`src/verilog/afe_cfg_pkg.sv`:
```
// ****************************************************************
// Constants shared by the configuration bank and its serial engine
// ****************************************************************
package afe_cfg_pkg;

  localparam int ADDR_W = 6;
  localparam int DATA_W = 8;

  // Register offsets
  localparam logic [5:0] OFS_TRANSMIT = 6'h00;
  localparam logic [5:0] OFS_RX_COUNT = 6'h01;
  localparam logic [5:0] OFS_MODE = 6'h02;
  localparam logic [5:0] OFS_TEMP_ECHO = 6'h03;
  localparam logic [5:0] OFS_RX_PHASE = 6'h04;
  localparam logic [5:0] OFS_GAIN_HI = 6'h05;
  localparam logic [5:0] OFS_GAIN_LO = 6'h06;

  // Values after reset
  localparam logic [7:0] RST_TRANSMIT = 8'h45;
  localparam logic [7:0] RST_RX_COUNT = 8'h40;
  localparam logic [7:0] RST_MODE = 8'h00;
  localparam logic [7:0] RST_TEMP_ECHO = 8'h03;
  localparam logic [7:0] RST_RX_PHASE = 8'h1F;
  localparam logic [7:0] RST_GAIN_HI = 8'h00;
  localparam logic [7:0] RST_GAIN_LO = 8'h00;

  // Field positions
  localparam int TX_DIV_LSB = 5;
  localparam int RX_CNT_LSB = 0;
  localparam int MODE_REF_BIT = 7;
  localparam int MODE_MEAS_BIT = 6;
  localparam int MODE_DAMP_BIT = 5;
  localparam int TE_CHAN_BIT = 6;
  localparam int TE_SENSOR_BIT = 5;
  localparam int TE_CLKDIV_BIT = 4;
  localparam int TE_BLANK_BIT = 3;
  localparam int RP_RXMODE_BIT = 6;
  localparam int RP_EDGE_BIT = 5;
  localparam int GH_GAIN_LSB = 5;
  localparam int GH_BYP2_BIT = 4;
  localparam int GH_BYP1_BIT = 3;
  localparam int GH_FB_BIT = 2;

  // Decoded values
  localparam logic [5:0] STOP_COUNT_FREE = 6'h20;
  localparam logic [2:0] TEMP_DIV8_CODE = 3'h2;

  // Command byte layout
  localparam int CMD_RSV_BIT = 7;
  localparam int CMD_RW_BIT = 6;
  localparam logic CMD_WRITE = 1'b1;
  localparam logic [2:0] LAST_BIT = 3'h7;

  typedef enum logic [1:0] {
    PH_CMD = 2'b00,
    PH_READ = 2'b01,
    PH_WRITE = 2'b10,
    PH_DONE = 2'b11
  } phase_t;

endpackage : afe_cfg_pkg

```
`src/verilog/spi_frame_if.sv`:
```
`timescale 1ns/1ns
// ****************************************************************
// Decoded register access between serial engine and bank
// ****************************************************************
interface spi_frame_if;
  logic [5:0] addr;
  logic wrStrobe;
  logic [7:0] wrData;
  logic [7:0] rdData;

  modport engine (output addr, output wrStrobe, output wrData,
    input rdData);
  modport bank (input addr, input wrStrobe, input wrData,
    output rdData);
endinterface : spi_frame_if

```
`src/verilog/spi_frame_engine.sv`:
```
`timescale 1ns/1ns
// ****************************************************************
// Serial frame engine: command byte then one data byte
// ****************************************************************
module spi_frame_engine
  import afe_cfg_pkg::*;
(
  input wire logic clk,
  input wire logic rst,
  input wire logic clkEn,
  input wire logic sclkLvl,
  input wire logic csbNLvl,
  input wire logic sdiLvl,
  spi_frame_if.engine bus,
  output logic sdo,
  output logic sdoOeN
);

  phase_t state_r;
  logic sclkPrev_r;
  logic [2:0] bitCnt_r;
  logic [7:0] shiftIn_r;
  logic [7:0] outShift_r;
  logic [5:0] addr_r;
  logic [7:0] wrData_r;
  logic wrStrobe_r;
  logic loadPend_r;
  logic sampled_r;

  // Edge and frame decode on synchronised levels
  wire active = ~csbNLvl;
  wire rise = sclkLvl & ~sclkPrev_r;
  wire fall = ~sclkLvl & sclkPrev_r;
  wire [7:0] shiftIn_nxt = {shiftIn_r[6:0], sdiLvl};
  wire byteDone = rise && (bitCnt_r == LAST_BIT);
  wire cmdBad = shiftIn_nxt[CMD_RSV_BIT];
  wire cmdWrite = (shiftIn_nxt[CMD_RW_BIT] == CMD_WRITE);

  // SCLK history for edge detection
  always_ff @(posedge clk) begin
    if (rst) begin
      sclkPrev_r <= 1'b1;  // Same level as synchroniser reset
    end else if (clkEn) begin
      sclkPrev_r <= sclkLvl;
    end
  end

  // Frame sequencing; chip select high aborts any frame
  always_ff @(posedge clk) begin
    if (rst) begin
      state_r <= PH_CMD;
      bitCnt_r <= 3'h0;
      shiftIn_r <= 8'h00;
      addr_r <= 6'h00;
      wrData_r <= 8'h00;
      wrStrobe_r <= 1'b0;
      loadPend_r <= 1'b0;
    end else if (clkEn) begin
      wrStrobe_r <= 1'b0;
      loadPend_r <= 1'b0;
      if (!active) begin
        state_r <= PH_CMD;
        bitCnt_r <= 3'h0;
      end else if (rise && state_r != PH_DONE) begin
        shiftIn_r <= shiftIn_nxt;
        bitCnt_r <= bitCnt_r + 3'h1;
        if (byteDone) begin
          case (state_r)
            PH_CMD: begin
              addr_r <= shiftIn_nxt[5:0];
              loadPend_r <= ~cmdBad & ~cmdWrite;
              if (cmdBad) state_r <= PH_DONE;
              else if (cmdWrite) state_r <= PH_WRITE;
              else state_r <= PH_READ;
            end
            PH_WRITE: begin
              wrData_r <= shiftIn_nxt;
              wrStrobe_r <= 1'b1;
              state_r <= PH_DONE;
            end
            default: state_r <= PH_DONE;
          endcase
        end
      end
    end
  end

  // Read data shifts out MSB first, one bit per falling edge
  always_ff @(posedge clk) begin
    if (rst) begin
      outShift_r <= 8'h00;
      sampled_r <= 1'b0;
    end else if (clkEn) begin
      if (loadPend_r) begin
        outShift_r <= bus.rdData;
        sampled_r <= 1'b0;
      end else if (state_r == PH_READ && active) begin
        if (rise) sampled_r <= 1'b1;
        else if (fall && sampled_r) begin
          outShift_r <= {outShift_r[6:0], 1'b0};
          sampled_r <= 1'b0;
        end
      end
    end
  end

  // Bus and pin outputs
  assign bus.addr = addr_r;
  assign bus.wrData = wrData_r;
  assign bus.wrStrobe = wrStrobe_r;
  assign sdo = outShift_r[7];
  assign sdoOeN = ~(active && state_r == PH_READ);

endmodule : spi_frame_engine

```
`src/verilog/ultrasonic_afe_config_regs.sv`:
```
`timescale 1ns/1ns
module ultrasonic_afe_config_regs
  import afe_cfg_pkg::*;
(
  input wire logic clk,
  input wire logic rst,
  input wire logic clkEn,
  input wire logic sclk,
  input wire logic csbN,
  input wire logic sdi,
  output logic sdo,
  output logic sdoOeN,
  output logic [2:0] transmitFreqDivider,
  output logic [4:0] transmitPulseCount,
  output logic [2:0] expectedRxCount,
  output logic eventCountEnable,
  output logic [5:0] stopPulseCount,
  output logic commonModeRefSelect,
  output logic measureTypeSelect,
  output logic dampingEnable,
  output logic tempChannelSelect,
  output logic sensorTypeSelect,
  output logic tempClkUseTxDiv,
  output logic [2:0] tempClkDivider,
  output logic blankingEnable,
  output logic [2:0] echoThresholdCode,
  output logic receiveModeSelect,
  output logic triggerEdgeSelect,
  output logic [4:0] phaseFlipPosition,
  output logic [2:0] secondAmpGainCode,
  output logic secondAmpBypass,
  output logic firstAmpBypass,
  output logic firstAmpFeedbackSelect,
  output logic [9:0] flightTimeTiming
);

  // ****************************************************************
  // Pin synchronisers
  // ****************************************************************

  logic [2:0] pinRaw;
  logic [2:0] syncA_r;
  logic [2:0] syncB_r;

  // Pins gathered so one loop serves all three
  assign pinRaw = {sclk, csbN, sdi};

  // Two flops per pin; only the second stage is read by logic
  genvar gi;
  generate
    for (gi = 0; gi < 3; gi++) begin : gSync
      always_ff @(posedge clk) begin
        if (rst) begin
          syncA_r[gi] <= 1'b1;
          syncB_r[gi] <= 1'b1;
        end else if (clkEn) begin
          syncA_r[gi] <= pinRaw[gi];
          syncB_r[gi] <= syncA_r[gi];
        end
      end
    end
  endgenerate

  // Synchronised levels handed to the frame engine
  wire sclkSync = syncB_r[2];
  wire csbNSync = syncB_r[1];
  wire sdiSync = syncB_r[0];

  // ****************************************************************
  // Serial frame engine
  // ****************************************************************

  spi_frame_if frameBus ();

  spi_frame_engine engine (
    .clk (clk),
    .rst (rst),
    .clkEn (clkEn),
    .sclkLvl (sclkSync),
    .csbNLvl (csbNSync),
    .sdiLvl (sdiSync),
    .bus (frameBus.engine),
    .sdo (sdo),
    .sdoOeN (sdoOeN)
  );

  // ****************************************************************
  // Register storage
  // ****************************************************************

  logic [7:0] transmit_r;
  logic [7:0] rxCount_r;
  logic [7:0] mode_r;
  logic [7:0] tempEcho_r;
  logic [7:0] rxPhase_r;
  logic [7:0] gainHi_r;
  logic [7:0] gainLo_r;
  logic [5:0] stopCount_r;
  logic [2:0] tempDiv_r;

  // ****************************************************************
  // Address decode
  // ****************************************************************

  // One select per register, shared by write and read back
  wire selTransmit = frameBus.addr == OFS_TRANSMIT;
  wire selRxCount = frameBus.addr == OFS_RX_COUNT;
  wire selMode = frameBus.addr == OFS_MODE;
  wire selTempEcho = frameBus.addr == OFS_TEMP_ECHO;
  wire selRxPhase = frameBus.addr == OFS_RX_PHASE;
  wire selGainHi = frameBus.addr == OFS_GAIN_HI;
  wire selGainLo = frameBus.addr == OFS_GAIN_LO;

  // Write decode, one strobe per register
  wire wrTransmit = frameBus.wrStrobe && selTransmit;
  wire wrRxCount = frameBus.wrStrobe && selRxCount;
  wire wrMode = frameBus.wrStrobe && selMode;
  wire wrTempEcho = frameBus.wrStrobe && selTempEcho;
  wire wrRxPhase = frameBus.wrStrobe && selRxPhase;
  wire wrGainHi = frameBus.wrStrobe && selGainHi;
  wire wrGainLo = frameBus.wrStrobe && selGainLo;

  // ****************************************************************
  // Register update
  // ****************************************************************

  // Transmit divider and pulse count
  always_ff @(posedge clk) begin
    if (rst) begin
      transmit_r <= RST_TRANSMIT;
    end else if (clkEn && wrTransmit) begin
      transmit_r <= frameBus.wrData;
    end
  end

  // Receive count; reserved upper bits stored as written
  always_ff @(posedge clk) begin
    if (rst) begin
      rxCount_r <= RST_RX_COUNT;
    end else if (clkEn && wrRxCount) begin
      rxCount_r <= frameBus.wrData;
    end
  end

  // Reference, measurement type and damping
  always_ff @(posedge clk) begin
    if (rst) begin
      mode_r <= RST_MODE;
    end else if (clkEn && wrMode) begin
      mode_r <= frameBus.wrData;
    end
  end

  // Temperature options, blanking and echo threshold
  always_ff @(posedge clk) begin
    if (rst) begin
      tempEcho_r <= RST_TEMP_ECHO;
    end else if (clkEn && wrTempEcho) begin
      tempEcho_r <= frameBus.wrData;
    end
  end

  // Receive mode, trigger edge and phase flip position
  always_ff @(posedge clk) begin
    if (rst) begin
      rxPhase_r <= RST_RX_PHASE;
    end else if (clkEn && wrRxPhase) begin
      rxPhase_r <= frameBus.wrData;
    end
  end

  // Amplifier controls and timing value upper bits
  always_ff @(posedge clk) begin
    if (rst) begin
      gainHi_r <= RST_GAIN_HI;
    end else if (clkEn && wrGainHi) begin
      gainHi_r <= frameBus.wrData;
    end
  end

  // Timing value lower byte
  always_ff @(posedge clk) begin
    if (rst) begin
      gainLo_r <= RST_GAIN_LO;
    end else if (clkEn && wrGainLo) begin
      gainLo_r <= frameBus.wrData;
    end
  end

  // ****************************************************************
  // Derived settings
  // ****************************************************************

  wire [2:0] rxCountField = rxCount_r[RX_CNT_LSB +: 3];
  wire [2:0] txDivField = transmit_r[TX_DIV_LSB +: 3];
  wire useTxDiv = tempEcho_r[TE_CLKDIV_BIT];

  // Zero expected events means free running with 32 stop pulses
  wire [5:0] stopCount_nxt = (rxCountField == 3'h0) ? STOP_COUNT_FREE :
    {3'h0, rxCountField};

  // Temperature clock either fixed divide by 8 or the transmit divider
  wire [2:0] tempDiv_nxt =
    useTxDiv ? txDivField : TEMP_DIV8_CODE;

  // Stop pulse count held one cycle behind its field
  always_ff @(posedge clk) begin
    if (rst) begin
      stopCount_r <= STOP_COUNT_FREE;
    end else if (clkEn) begin
      stopCount_r <= stopCount_nxt;
    end
  end

  // Temperature divider code held one cycle behind its source
  always_ff @(posedge clk) begin
    if (rst) begin
      tempDiv_r <= TEMP_DIV8_CODE;
    end else if (clkEn) begin
      tempDiv_r <= tempDiv_nxt;
    end
  end

  // ****************************************************************
  // Read back
  // ****************************************************************

  // Stored contents of the addressed register; unmapped reads zero
  assign frameBus.rdData =
    selTransmit ? transmit_r :
    selRxCount ? rxCount_r :
    selMode ? mode_r :
    selTempEcho ? tempEcho_r :
    selRxPhase ? rxPhase_r :
    selGainHi ? gainHi_r :
    selGainLo ? gainLo_r :
    8'h00;

  // ****************************************************************
  // Field outputs
  // ****************************************************************

  // Transmit settings
  assign transmitFreqDivider = txDivField;
  assign transmitPulseCount = transmit_r[4:0];

  // Receive event counting
  assign expectedRxCount = rxCountField;
  assign eventCountEnable = (rxCountField != 3'h0);
  assign stopPulseCount = stopCount_r;

  // Front end mode
  assign commonModeRefSelect = mode_r[MODE_REF_BIT];
  assign measureTypeSelect = mode_r[MODE_MEAS_BIT];
  assign dampingEnable = mode_r[MODE_DAMP_BIT];

  // ****************************************************************
  // Temperature and echo outputs
  // ****************************************************************

  // Temperature measurement options
  assign tempChannelSelect = tempEcho_r[TE_CHAN_BIT];
  assign sensorTypeSelect = tempEcho_r[TE_SENSOR_BIT];
  assign tempClkUseTxDiv = useTxDiv;
  assign tempClkDivider = tempDiv_r;

  // Power blanking and echo qualification
  assign blankingEnable = tempEcho_r[TE_BLANK_BIT];
  assign echoThresholdCode = tempEcho_r[2:0];

  // Receive mode, trigger edge and phase inversion
  assign receiveModeSelect = rxPhase_r[RP_RXMODE_BIT];
  assign triggerEdgeSelect = rxPhase_r[RP_EDGE_BIT];
  assign phaseFlipPosition = rxPhase_r[4:0];

  // ****************************************************************
  // Amplifier and timing outputs
  // ****************************************************************

  // Amplifier chain
  assign secondAmpGainCode = gainHi_r[GH_GAIN_LSB +: 3];
  assign secondAmpBypass = gainHi_r[GH_BYP2_BIT];
  assign firstAmpBypass = gainHi_r[GH_BYP1_BIT];
  assign firstAmpFeedbackSelect = gainHi_r[GH_FB_BIT];

  // Ten-bit timing value joined from two registers
  assign flightTimeTiming = {gainHi_r[1:0], gainLo_r};

endmodule : ultrasonic_afe_config_regs

```
`config.mk`:
```
export PLATFORM = sky130hd
export DESIGN_NAME = ultrasonic_afe_config_regs
export DESIGN_NICKNAME = d
export VERILOG_FILES = /design/src/verilog/afe_cfg_pkg.sv /design/src/verilog/spi_frame_if.sv /design/src/verilog/spi_frame_engine.sv /design/src/verilog/ultrasonic_afe_config_regs.sv
export SDC_FILE = /design/constraint.sdc
export NUM_CORES = 1
export LEC_CHECK = 0
export BUFFER_PORTS_ARGS = -buffer_cell sky130_fd_sc_hd__buf_2
export CAP_MARGIN = 40
export CORE_MARGIN = 5
export CORE_UTILIZATION = 58
export CTS_CLUSTER_DIAMETER = 200
export CTS_CLUSTER_SIZE = 28
export DETAILED_ROUTE_END_ITERATION = 10
export GPL_ROUTABILITY_DRIVEN = 0
export MAX_ROUTING_LAYER = met4
export PLACE_DENSITY = 0.78
export SETUP_SLACK_MARGIN = 0.4
export SYNTH_ARGS = -nofsm -noshare
export SYNTH_HDL_FRONTEND = slang
export SYNTH_SLANG_ARGS = --single-unit
```
`constraint.sdc`:
```
create_clock -name clk -period 2.05 [get_ports clk]
set_clock_uncertainty 0.2 [all_clocks]
set_input_delay 0.41 -clock clk [delete_from_list [all_inputs] [get_ports clk]]
set_output_delay 0.41 -clock clk [all_outputs]
set_load 0.01 [all_outputs]
```
* After elaboration in Yosys (flattened, before gate mapping)
Index checks and enable logic that the tools add are counted.
Word-level totals: word-level logic and storage cells 113, bits in registers 109, bits of input ports 6, output and inout port bits 56
Cells by class: bitwise operators 9, reductions and logical operators 34, equal/unequal tests 11, muxes and demuxes 33, add/subtract/negate cells 1
Operators by type and width (number):
- two-way mux 8 bit | 11
- equality test 6 x 3 -> 1 bit, second input constant | 3
- logical AND 1 bit | 18
- equality test 6 x 2 -> 1 bit, second input constant | 2
- two-way mux 1 bit | 12
- two-way mux 2 bit | 6
- AND reduction 5 bit | 2
- two-way mux 3 bit | 3
- AND reduction 3 bit | 3
- nonzero test 2 bit | 4
- equality test 6 x 1 -> 1 bit, second input constant | 1
- logical NOT 6 bit | 1
- two-way mux 6 bit | 1
- inverter 1 bit | 6
- nonzero test 3 bit | 2
- AND reduction 4 bit | 1
- adder 3 x 1 -> 3 bit, second input constant | 1
- bitwise AND 1 bit | 3
- equality test 3 bit, second input constant | 1
- logical NOT 3 bit | 1
- equality test 2 x 1 -> 1 bit, second input constant | 1
- equality test 2 bit, second input constant | 1
- logical NOT 2 bit | 1
- != test 2 x 1 -> 1 bit, second input constant | 1
- 2 further kinds | 2

* Logic depth before layout (Yosys ltp)
Gate-level depths: netlist (run 1).
word-level depth 9, depth in mapped cells 8, depth with buffers taken out 6

* Cells and area by module
A second synthesis (run 1) with hierarchy kept.
Unflattened totals: cell total of the unflattened synthesis 522, area total of the unflattened synthesis 4937.2 µm²
Modules (own cells, without submodules):
- ultrasonic_afe_config_regs | sequential area each 1381.3 µm², cells an instance 347, area each 3382.0 µm², times used 1
- spi_frame_engine | sequential area each 760.7 µm², cells an instance 175, area each 1555.2 µm², times used 1

* Worst setup path after synthesis (run 1)
Ideal clock, no wire load.
path kind register to register, start point reg engine.addr_r[2], in the netlist engine.bus.addr[2], end point reg engine.outShift_r[5], setup slack 0.203 ns, data required time 1.762 ns, buffers on the path 2, arrival 1.559 ns, setup time 0.088 ns, clock period less this slack 1.847 ns, stages on the path, launching flop included 7, path through dfxtp_1 or4_1 buf_2 buf_6 a21oi_2 o221ai_1 a311oi_2
Between the ends: cells in the longest elaborated chain, start to end 9, elaborated cells between the ends (all ways) 15, those cells by class eq/ne: 6; mux: 8; reduce/logical: 1
RTL lines:
- start, declared | RTL line spi_frame_engine.sv:24 | logic [5:0] addr_r;
- start signal, assigned | RTL line spi_frame_engine.sv:70 | addr_r <= shiftIn_nxt[5:0];
- equality test 6 x 3 -> 1 bit | RTL line ultrasonic_afe_config_regs.sv:112 | wire selGainLo = frameBus.addr == OFS_GAIN_LO;
- two-way mux 8 bit | RTL line ultrasonic_afe_config_regs.sv:236 | selGainLo ? gainLo_r :
- two-way mux 8 bit | RTL line ultrasonic_afe_config_regs.sv:235 | selGainHi ? gainHi_r :
- two-way mux 8 bit | RTL line ultrasonic_afe_config_regs.sv:234 | selRxPhase ? rxPhase_r :
- two-way mux 8 bit | RTL line ultrasonic_afe_config_regs.sv:233 | selTempEcho ? tempEcho_r :
- two-way mux 8 bit | RTL line ultrasonic_afe_config_regs.sv:232 | selMode ? mode_r :
- two-way mux 8 bit | RTL line ultrasonic_afe_config_regs.sv:231 | selRxCount ? rxCount_r :
- two-way mux 8 bit (*) | RTL line ultrasonic_afe_config_regs.sv:230 | selTransmit ? transmit_r :
- two-way mux 8 bit (*) | RTL line spi_frame_engine.sv:94 | if (loadPend_r) begin
- end signal, assigned | RTL line spi_frame_engine.sv:95 | outShift_r <= bus.rdData;
- end signal, assigned | RTL line spi_frame_engine.sv:100 | outShift_r <= {outShift_r[6:0], 1'b0};
- end, declared | RTL line spi_frame_engine.sv:23 | logic [7:0] outShift_r;
Every way passes the cells marked *; elsewhere a longest branch is shown, timed or not. A chain may end at the register's enable or synchronous reset.

* Worst setup path in the final report (run 1)
start point reg engine.addr_r[5], in the netlist engine.bus.addr[5], end point reg transmit_r[7]
Between the ends: cells in the longest elaborated chain, start to end 3
RTL lines:
- logical NOT 6 bit | RTL line ultrasonic_afe_config_regs.sv:106 | wire selTransmit = frameBus.addr == OFS_TRANSMIT;
- logical AND 1 bit | RTL line ultrasonic_afe_config_regs.sv:115 | wire wrTransmit = frameBus.wrStrobe && selTransmit;
- logical AND 1 bit | RTL line ultrasonic_afe_config_regs.sv:131 | end else if (clkEn && wrTransmit) begin
- end signal, assigned | RTL line ultrasonic_afe_config_regs.sv:132 | transmit_r <= frameBus.wrData;
- end, declared | RTL line ultrasonic_afe_config_regs.sv:91 | logic [7:0] transmit_r;
No other way between the ends.

==> results of run 1 <==
layer usage:
metal,vias to the layer above,share of wire
met2,548,0.43
met1,2502,0.36
met3,191,0.12
li1,2154,-
met4,0,0.080
met5,-,0
worst max-delay path by stage:
stage	endpoint	startpoint	slack (ps)	depth (start not counted)
after detailed placement	engine.outShift_r[3]	engine.bus.addr[2]	10	5
after floorplan	engine.outShift_r[5]	engine.bus.addr[2]	220	6
after global routing	engine.outShift_r[4]	engine.bus.addr[4]	40	6
after CTS	eventCountEnable	rxCount_r[0]	210	2
after global placement	engine.outShift_r[3]	engine.bus.addr[2]	120	5
final	transmit_r[7]	engine.bus.addr[5]	40	8
cell type report:
cell class                      instances  share of cell area
Clock inverter                          7             0.01086
Sequential cell                       107              0.3100
Timing Repair Buffer                  133              0.1656
Tap cell                              105             0.01869
Clock buffer                            9             0.01763
Multi-Input combinational cell        395              0.4736
Inverter                                7            0.003739
worst max-delay path: cells and delay by family, from the launching register on:
kind,cells,cell delay [ps]
compound gates,1,240
simple gates,3,590
flops,1,370
buf+inv,4,520
synthesized netlist by cell type, types with 2 or more instances:
master    number
buf_1          3
nand2_1       71
nor2b_1       14
buf_4         15
a311oi_1       5
and2b_1        2
ha_1           2
a211oi_1      13
nor2_2         2
a21oi_2        4
nor3_4         2
mux2i_1       40
a21oi_1       50
nand2b_1      10
dfxtp_1      107
mux2_2         2
buf_2          8
o32ai_1        2
o221ai_1       6
inv_1          7
o21ai_0       10
nor4_1         3
a31oi_1        2
a211o_1       11
nand3b_1      12
a32oi_1        2
a22oi_1        3
mux2_1         5
or3_1          2
clkbuf_1      32
nand3_1       43
nor2_1        52
o22a_1         6
repair_timing:
item                                    in CTS  in global routing
endpoints found under the hold margin        0                  0
pin swaps                                   35                 54
resized for setup                           92                130
buffers inserted                            23                 17
gates cloned                                 5                  1
endpoints found under the setup margin      82                 90
kinds of logic (layout without fill, tap and decap cells):
logic type / Yosys count / after routing
AND/OR/NAND/NOR: 222 / 224
AO/OA/AOI/OAI: 120 / 120
flip-flops: 107 / 107
buffers and inverters: 66 / 156
multiplexers: 47 / 47
adder cells (fa/ha/maj): 2 / 2
other: 1 / 2
registers in the layout (all words and copies together) (netlist names), 4 cells and up:
| register | count |
|---|---|
| engine.bus.addr | 6 |
| gainLo_r | 8 |
| engine.outShift_r | 8 |
| engine.shiftIn_r | 7 |
| rxPhase_r | 8 |
| gainHi_r | 8 |
| tempEcho_r | 8 |
| rxCount_r | 8 |
| stopPulseCount | 4 |
| transmit_r | 8 |
| engine.bus.wrData | 8 |
| mode_r | 8 |
where the power goes:
group | total [W] | switching (W) | internal (W)
Clock | 0.00139 | 0.000817 | 0.000572
Sequential | 0.00209 | 0.0000108 | 0.00208
Combinational | 0.000135 | 0.0000863 | 0.0000484
Total | 0.00362 | 0.000914 | 0.00270
per-stage QoR:
| stage | hold WS [ps] | cell area (um2) | utilization | std cells | setup slack, ps |
|---|---|---|---|---|---|
| floorplan | 231.3 | 4991 | - | 566 | 220.8 |
| global placement | 237.0 | 5379 | 0.6546 | 701 | 122.2 |
| detailed placement | 243.9 | 5379 | 0.6546 | 701 | 11.92 |
| CTS | 37.43 | 6261 | 0.7620 | 745 | 207.4 |
| global route | 18.52 | 7028 | 0.8553 | 763 | 38.44 |
| finish | 13.68 | 7028 | 0.8553 | 763 | 39.27 |
==> metrics.md, run 1 <==
| Metric | Value |
|---|---|
| Most common cell after layout, fill and taps aside | `dfxtp_1` |
| RSZ-0062 raised after global routing | `true` |
| Hold Crit Class | `input port to flip-flop` |
| Multi-input logic area | `~3300 um2` |
| First-pass DRT Iterations | `7` |
| Post-synthesis mux area share | `0.09808` |
| Outcome | `complete, no violations` |
| Compound-Gate Fraction of Synth Area | `0.1641` |
| Arrival time at the worst endpoint | `2130 ps` |
| Via count | `5395` |
| Adder-Cell Fraction of Synth Area | `0.005122` |
| Critical path peak fanout | `7` |
| Starting density of the core | `0.5946` |
| Setup tns final | `0 ps` |
| Post-synth top flop | `dfxtp_1` |
| Worst EP required | `2170 ps` |
| Reg clk slew, reported paths | `110 ps` |
| Initial antenna violation count | `0` |
| First-pass GRT wire length | `between 20000 and 30000 um` |
| Cell row count | `33` |
| P_leak | `2.478 nW` |
| Post-synthesis simple-gate area fraction | `0.2277` |
| Gr usage total | `0.3345` |
| Met1 Track Usage GR | `0.4050` |
| HPWL after DPL | `9036 um` |
| Root Driver | `clkbuf_8` |
| Fmax | `497.3 MHz` |
| Cell taking the most area after synthesis | `dfxtp_1` |
| Residual overflow from global routing | `0` |
| Pin count of the biggest net entering global routing | `81` |
| Critical Path Max Stage Delay | `370 ps` |
| Reg2Reg Capture Point | `transmit_r[7]` |
| Layout Nets | `661` |
| GR Util met3 | `0.08333` |
| CTS Sinks | `107` |
| Peak supply drop | `around 0.43 mV` |
| Reg2Reg Launch Point | `engine.bus.addr[5]` |
| Die width | `between 100 and 150 um` |
| XOR/XNOR Fraction of Synth Area | `0` |
| M2 GR Usage | `0.5146` |
| H-tree depth | `3` |
| Hold Path Depth | `2` |
| Crit path kind | `flip-flop to flip-flop` |
| CTS tree | `done` |
| WHS Endpoint | `syncA_r[2]` |
| Fraction of layout cells with a size suffix above 1 | `0.4787` |
| Synth top area share | `0.4384` |
| Final Hold Viols | `0` |
| Slew @ Worst Pin | `923.8 ps` |
| #FFs+latches synth | `between 100 and 150` |
| Pwr Total | `roughly 0.0036 W` |
| First-iteration detailed-routing DRC count | `858` |
| Diode count | `0` |
| Avg Cell Area, Syn | `8.648 um2` |
| Critical path startpoint category | `flip-flop` |
| Reg-to-reg setup timing slack | `40 ps` |
| Slowest cell on the critical path | `dfxtp_4` |
| Longest Clk Path Bufs | `2` |
| DRT Wirelength | `~21000 um` |
| Routed length per instance | `27.40 um` |
| Die ar. | `10360 um2` |
| Reg area | `2178 um2` |
| Synth warnings | `0` |
| Post-synth EDFFs | `0` |
| Hold_sp | `sclk` |
| Most used routing layer | `met2` |
| Synth Instances | `around 570` |
| Area delta synth->final | `43.84%` |
| Most frequent cells in the layout | `dfxtp_1, buf_2, nor2_1, nand2_1, buf_4` |
| Post-synthesis cell area | `4886 um2` |
| # fillers | `362` |
| Top post-synthesis cells by area | `dfxtp_1, mux2i_1, nand2_1, a21oi_1, nand3_1` |
| Setup-failing EPs final | `0` |
| Core ar. | `8217 um2` |
| CP Capture Type | `flip-flop` |
| Crit-path cells | `nand4bb_4 -> nor3_4 -> buf_6 -> buf_6 -> buf_6 -> buf_8 -> nand3_2 -> a21oi_1` |
| Max Slew Vio Count | `0` |
| Largest family of logic cells by synthesized area | `simple AND/OR/NAND/NOR gates` |
| Worst relative slew slack | `0.3833` |
| Max cap viols | `0` |
| Most used cell, CP | `buf_6` |
| # hold bufs at CTS | `0` |
| CTS buffer count | `9` |
| Clk Latency, worst-skew pair | `400 ps` |
| Fraction of registers with async set/reset | `0` |
| Die H | `101.8 um` |
| Final ANT Viol Nets | `0` |
| Final Cycle Share | `0.9808` |
| PwrDens | `between 500 and 600 nW/um2` |
| Crit path time final | `between 2000 and 2500 ps` |
| # IOs | `62` |
| Distinct cells, synth | `50` |
| Vias in the first global route | `~4600` |
| DR DRC count | `0` |
| Worst r2r path cells | `8` |
| Via/cell ratio | `7.071` |
| # port buffers | `59` |
| Sequential share of the synthesized area | `0.4384` |
No activity file was read; power rests on OpenSTA's default activity.
==> run 2, diff against run 1 <==
--- a/config.mk
+++ b/config.mk
@@ -5,11 +5,11 @@
 export SDC_FILE = /design/constraint.sdc
 export NUM_CORES = 1
 export LEC_CHECK = 0
-export BUFFER_PORTS_ARGS = -buffer_cell sky130_fd_sc_hd__buf_2
+export BUFFER_PORTS_ARGS = -buffer_cell sky130_fd_sc_hd__clkbuf_2
 export CAP_MARGIN = 40
 export CORE_MARGIN = 5
 export CORE_UTILIZATION = 58
-export CTS_CLUSTER_DIAMETER = 200
+export CTS_CLUSTER_DIAMETER = 60
 export CTS_CLUSTER_SIZE = 28
 export DETAILED_ROUTE_END_ITERATION = 10
 export GPL_ROUTABILITY_DRIVEN = 0
==> constraint.sdc (replaced) <==
create_clock -name clk -period 1.95 [get_ports clk]
set_clock_uncertainty 0.2 [all_clocks]
set_input_delay 0.39 -clock clk [delete_from_list [all_inputs] [get_ports clk]]
set_output_delay 0.39 -clock clk [all_outputs]
set_load 0.01 [all_outputs]
==> run 2 against run 1 <==
Net effect:
- the flow now finishes with violations (setup timing)
- flip-flop and latch count unchanged
- via count increased by 2.8%
- clock power hardly changed
- clock-buffer cell count up 3
==> metrics.md, run 2 (same netlist as run 1, synthesis figures left out) <==
| Metric | Value |
|---|---|
| Outcome | `complete, but fails checks (was complete, no violations)` |
| Failing checks | `setup timing` |
| Final ANT Viol Nets | `0 (unchanged)` |
| Diode count | `0 (unchanged)` |
| Area delta synth->final | `48.55% (was 43.84%)` |
| Fmax | `467.2 MHz (was 497.3 MHz)` |
| Core ar. | `8217 um2 (unchanged)` |
| Most common cell after layout, fill and taps aside | `dfxtp_1 (unchanged)` |
| Critical Path Max Stage Delay | `770 ps (was 370 ps)` |
| Arrival time at the worst endpoint | `2220 ps (was 2130 ps)` |
| Starting density of the core | `0.5946 (unchanged)` |
| First-pass DRT Iterations | `6 (was 7)` |
| Most frequent cells in the layout | `dfxtp_1, clkbuf_2, nor2_1, buf_4, a21oi_2 (was dfxtp_1, buf_2, nor2_1, nand2_1, buf_4)` |
| Worst relative slew slack | `0.4085 (was 0.3833)` |
| Hold Crit Class | `input port to flip-flop (unchanged)` |
| Longest Clk Path Bufs | `2 (unchanged)` |
| CP Capture Type | `flip-flop (unchanged)` |
| Slew @ Worst Pin | `879.2 ps (was 923.8 ps)` |
| Peak supply drop | `0.5667 mV (was 0.4269 mV)` |
| Die H | `101.8 um (unchanged)` |
| Die width | `101.8 um (unchanged)` |
| Gr usage total | `0.3343 (was 0.3345)` |
| Final Cycle Share | `1.098 (was 0.9808)` |
| Cell row count | `33 (unchanged)` |
| DR DRC count | `0 (unchanged)` |
| Via count | `5545 (was 5395)` |
| Setup-failing EPs final | `12 (was 0)` |
| Switch Pwr | `0.0009505 W (was 0.0009144 W)` |
| Crit path setup slack, layout | `-190.6 ps (was 39.27 ps)` |
| Critical path peak fanout | `3 (was 7)` |
| HPWL after DPL | `9267 um (was 9036 um)` |
| DRT Wirelength | `22310 um (was 20910 um)` |
| Internal | `0.002792 W (was 0.002702 W)` |
| Crit path kind | `flip-flop to flip-flop (unchanged)` |
| Fraction of layout cells with a size suffix above 1 | `0.5301 (was 0.4787)` |
| Reg clk slew, reported paths | `110 ps (about the same)` |
| # IOs | `62 (unchanged)` |
| Clk pwr share | `0.371 (was 0.384)` |
| PwrDens | `515.6 nW/um2 (was 514.6 nW/um2)` |
| P_leak | `2.555 nW (was 2.478 nW)` |
| CTS tree | `done (unchanged)` |
| Sw frac | `0.2540 (was 0.2528)` |
| CTS buffer count | `9 (unchanged)` |
| Layout Nets | `667 (was 661)` |
| Clk Latency, worst-skew pair | `400 ps (about the same)` |
| Min Hold Slack | `11.40 ps (was 13.68 ps)` |
| Pin count of the biggest net entering global routing | `46 (was 81)` |
| Crit path max-delay family | `simple AND/OR/NAND/NOR gates (unchanged)` |
| Final Hold Viols | `0 (unchanged)` |
| # port buffers | `59 (unchanged)` |
| Critical path startpoint category | `flip-flop (unchanged)` |
| Max cap viols | `0 (unchanged)` |
| Sequential Power Share | `0.587 (was 0.579)` |
| Via/cell ratio | `7.211 (was 7.071)` |
| Worst EP required | `2020 ps (was 2170 ps)` |
| Residual overflow from global routing | `0 (unchanged)` |
| Logic pwr share | `0.041 (was 0.037)` |
| Initial antenna violation count | `0 (unchanged)` |
| Routed length per instance | `29.01 um (was 27.40 um)` |
| Max Slew Vio Count | `0 (unchanged)` |
| Slowest cell on the critical path | `nor4_1 (was dfxtp_4)` |
| Vias in the first global route | `4821 (was 4627)` |
| RSZ-0062 raised after global routing | `true (unchanged)` |
| Die ar. | `10360 um2 (unchanged)` |
| Crit-path cells | `buf_4 -> nor4_1 -> a2bb2oi_1 -> o32ai_1 (was nand4bb_4 -> nor3_4 -> buf_6 -> buf_6 -> buf_6 -> buf_8 -> nand3_2 -> a21oi_1)` |
| First-pass GRT wire length | `25940 um (was 25710 um)` |
| Final core utilization | `0.8834 (was 0.8553)` |
| CTS Sinks | `107 (unchanged)` |
| Worst path bufs/invs | `1 (was 4)` |
| Crit path time final | `2141 ps (was 2011 ps)` |
| First-iteration detailed-routing DRC count | `802 (was 858)` |
| H-tree depth | `3 (unchanged)` |
| Root Driver | `clkbuf_8 (unchanged)` |
run 2: cell types whose count changed in the layout (fill, tap and decap cells not counted), moves of 4 or more:
cell      previous run  this run
nand2_2             12        22
a21oi_1             18        14
nand2_4              5        14
buf_12               8        15
buf_2               56         1
clkbuf_2             0        51
nand3_2             20        15
dfxtp_2             11        24
nand2_1             49        30
dfxtp_1             90        76
nand3_1              6        10
run 2: final cells by class:
class,instances,area (um2)
flip-flops and latches,107,2198
inverters,7,26.28
multi-input cells,394,3381
well taps,105,131.4
repair buffers,140,1335
clock inverters,4,31.28
clock buffers,12,155.1
fillers,321,958.4
run 2: power groups by stage:
stage          combinational (W)  clock, W  sequential, W
2_1_floorplan          0.0000760         0        0.00225
6_report                0.000155   0.00139        0.00220
3_3_place_gp            0.000105         0        0.00226
4_1_cts                 0.000123   0.00132        0.00220
5_1_grt                 0.000159   0.00145        0.00220
3_5_place_dp            0.000109         0        0.00226
run 2: path summary, 6_finish.rpt:
check	slack [ps]	to	startpoint	depth (start not counted)
setup / recovery	-190	engine.outShift_r[0]	engine.bus.addr[2]	4
hold / removal	10	syncA_r[0]	sdi	2
setup reg to reg	-190	engine.outShift_r[0]	engine.bus.addr[2]	4
hold reg to reg	290	tempClkDivider[0]	tempClkDivider[0]	2
run 2: per-stage QoR:
| stage | power, W | std cells | TNS (ps) | worst slack (ps) | area (um2) |
|---|---|---|---|---|---|
| after floorplan | 0.002329 | 566 | 0 | 120.8 | 5061 |
| after global placement | 0.002361 | 703 | -15.80 | -15.80 | 5445 |
| after detailed placement | 0.002365 | 703 | -15.20 | -15.20 | 5445 |
| after CTS | 0.003635 | 749 | 0 | 51.16 | 6325 |
| after global routing | 0.003809 | 769 | -1055 | -218.1 | 7258 |
| final | 0.003742 | 769 | -834.4 | -190.6 | 7258 |
run 2: layer usage:
layer  vias to the layer above  wire [um]  part of all wire  GRT usage
li1                       2168          -                 -          -
met1                      2550       7448              0.33     0.4048
met2                       590       9684              0.43     0.5246
met3                       237       2894              0.13    0.07920
met4                         0       2284              0.10     0.1575
met5                         -          0                 0          -
run 2: repair_timing:
action | in CTS | in global routing
hold buffers | 0 | 0
buffers inserted | 25 | 19
endpoints found under the setup margin | 95 | 103
resized for setup | 90 | 176
cloned | 5 | 1
pin swaps | 34 | 68
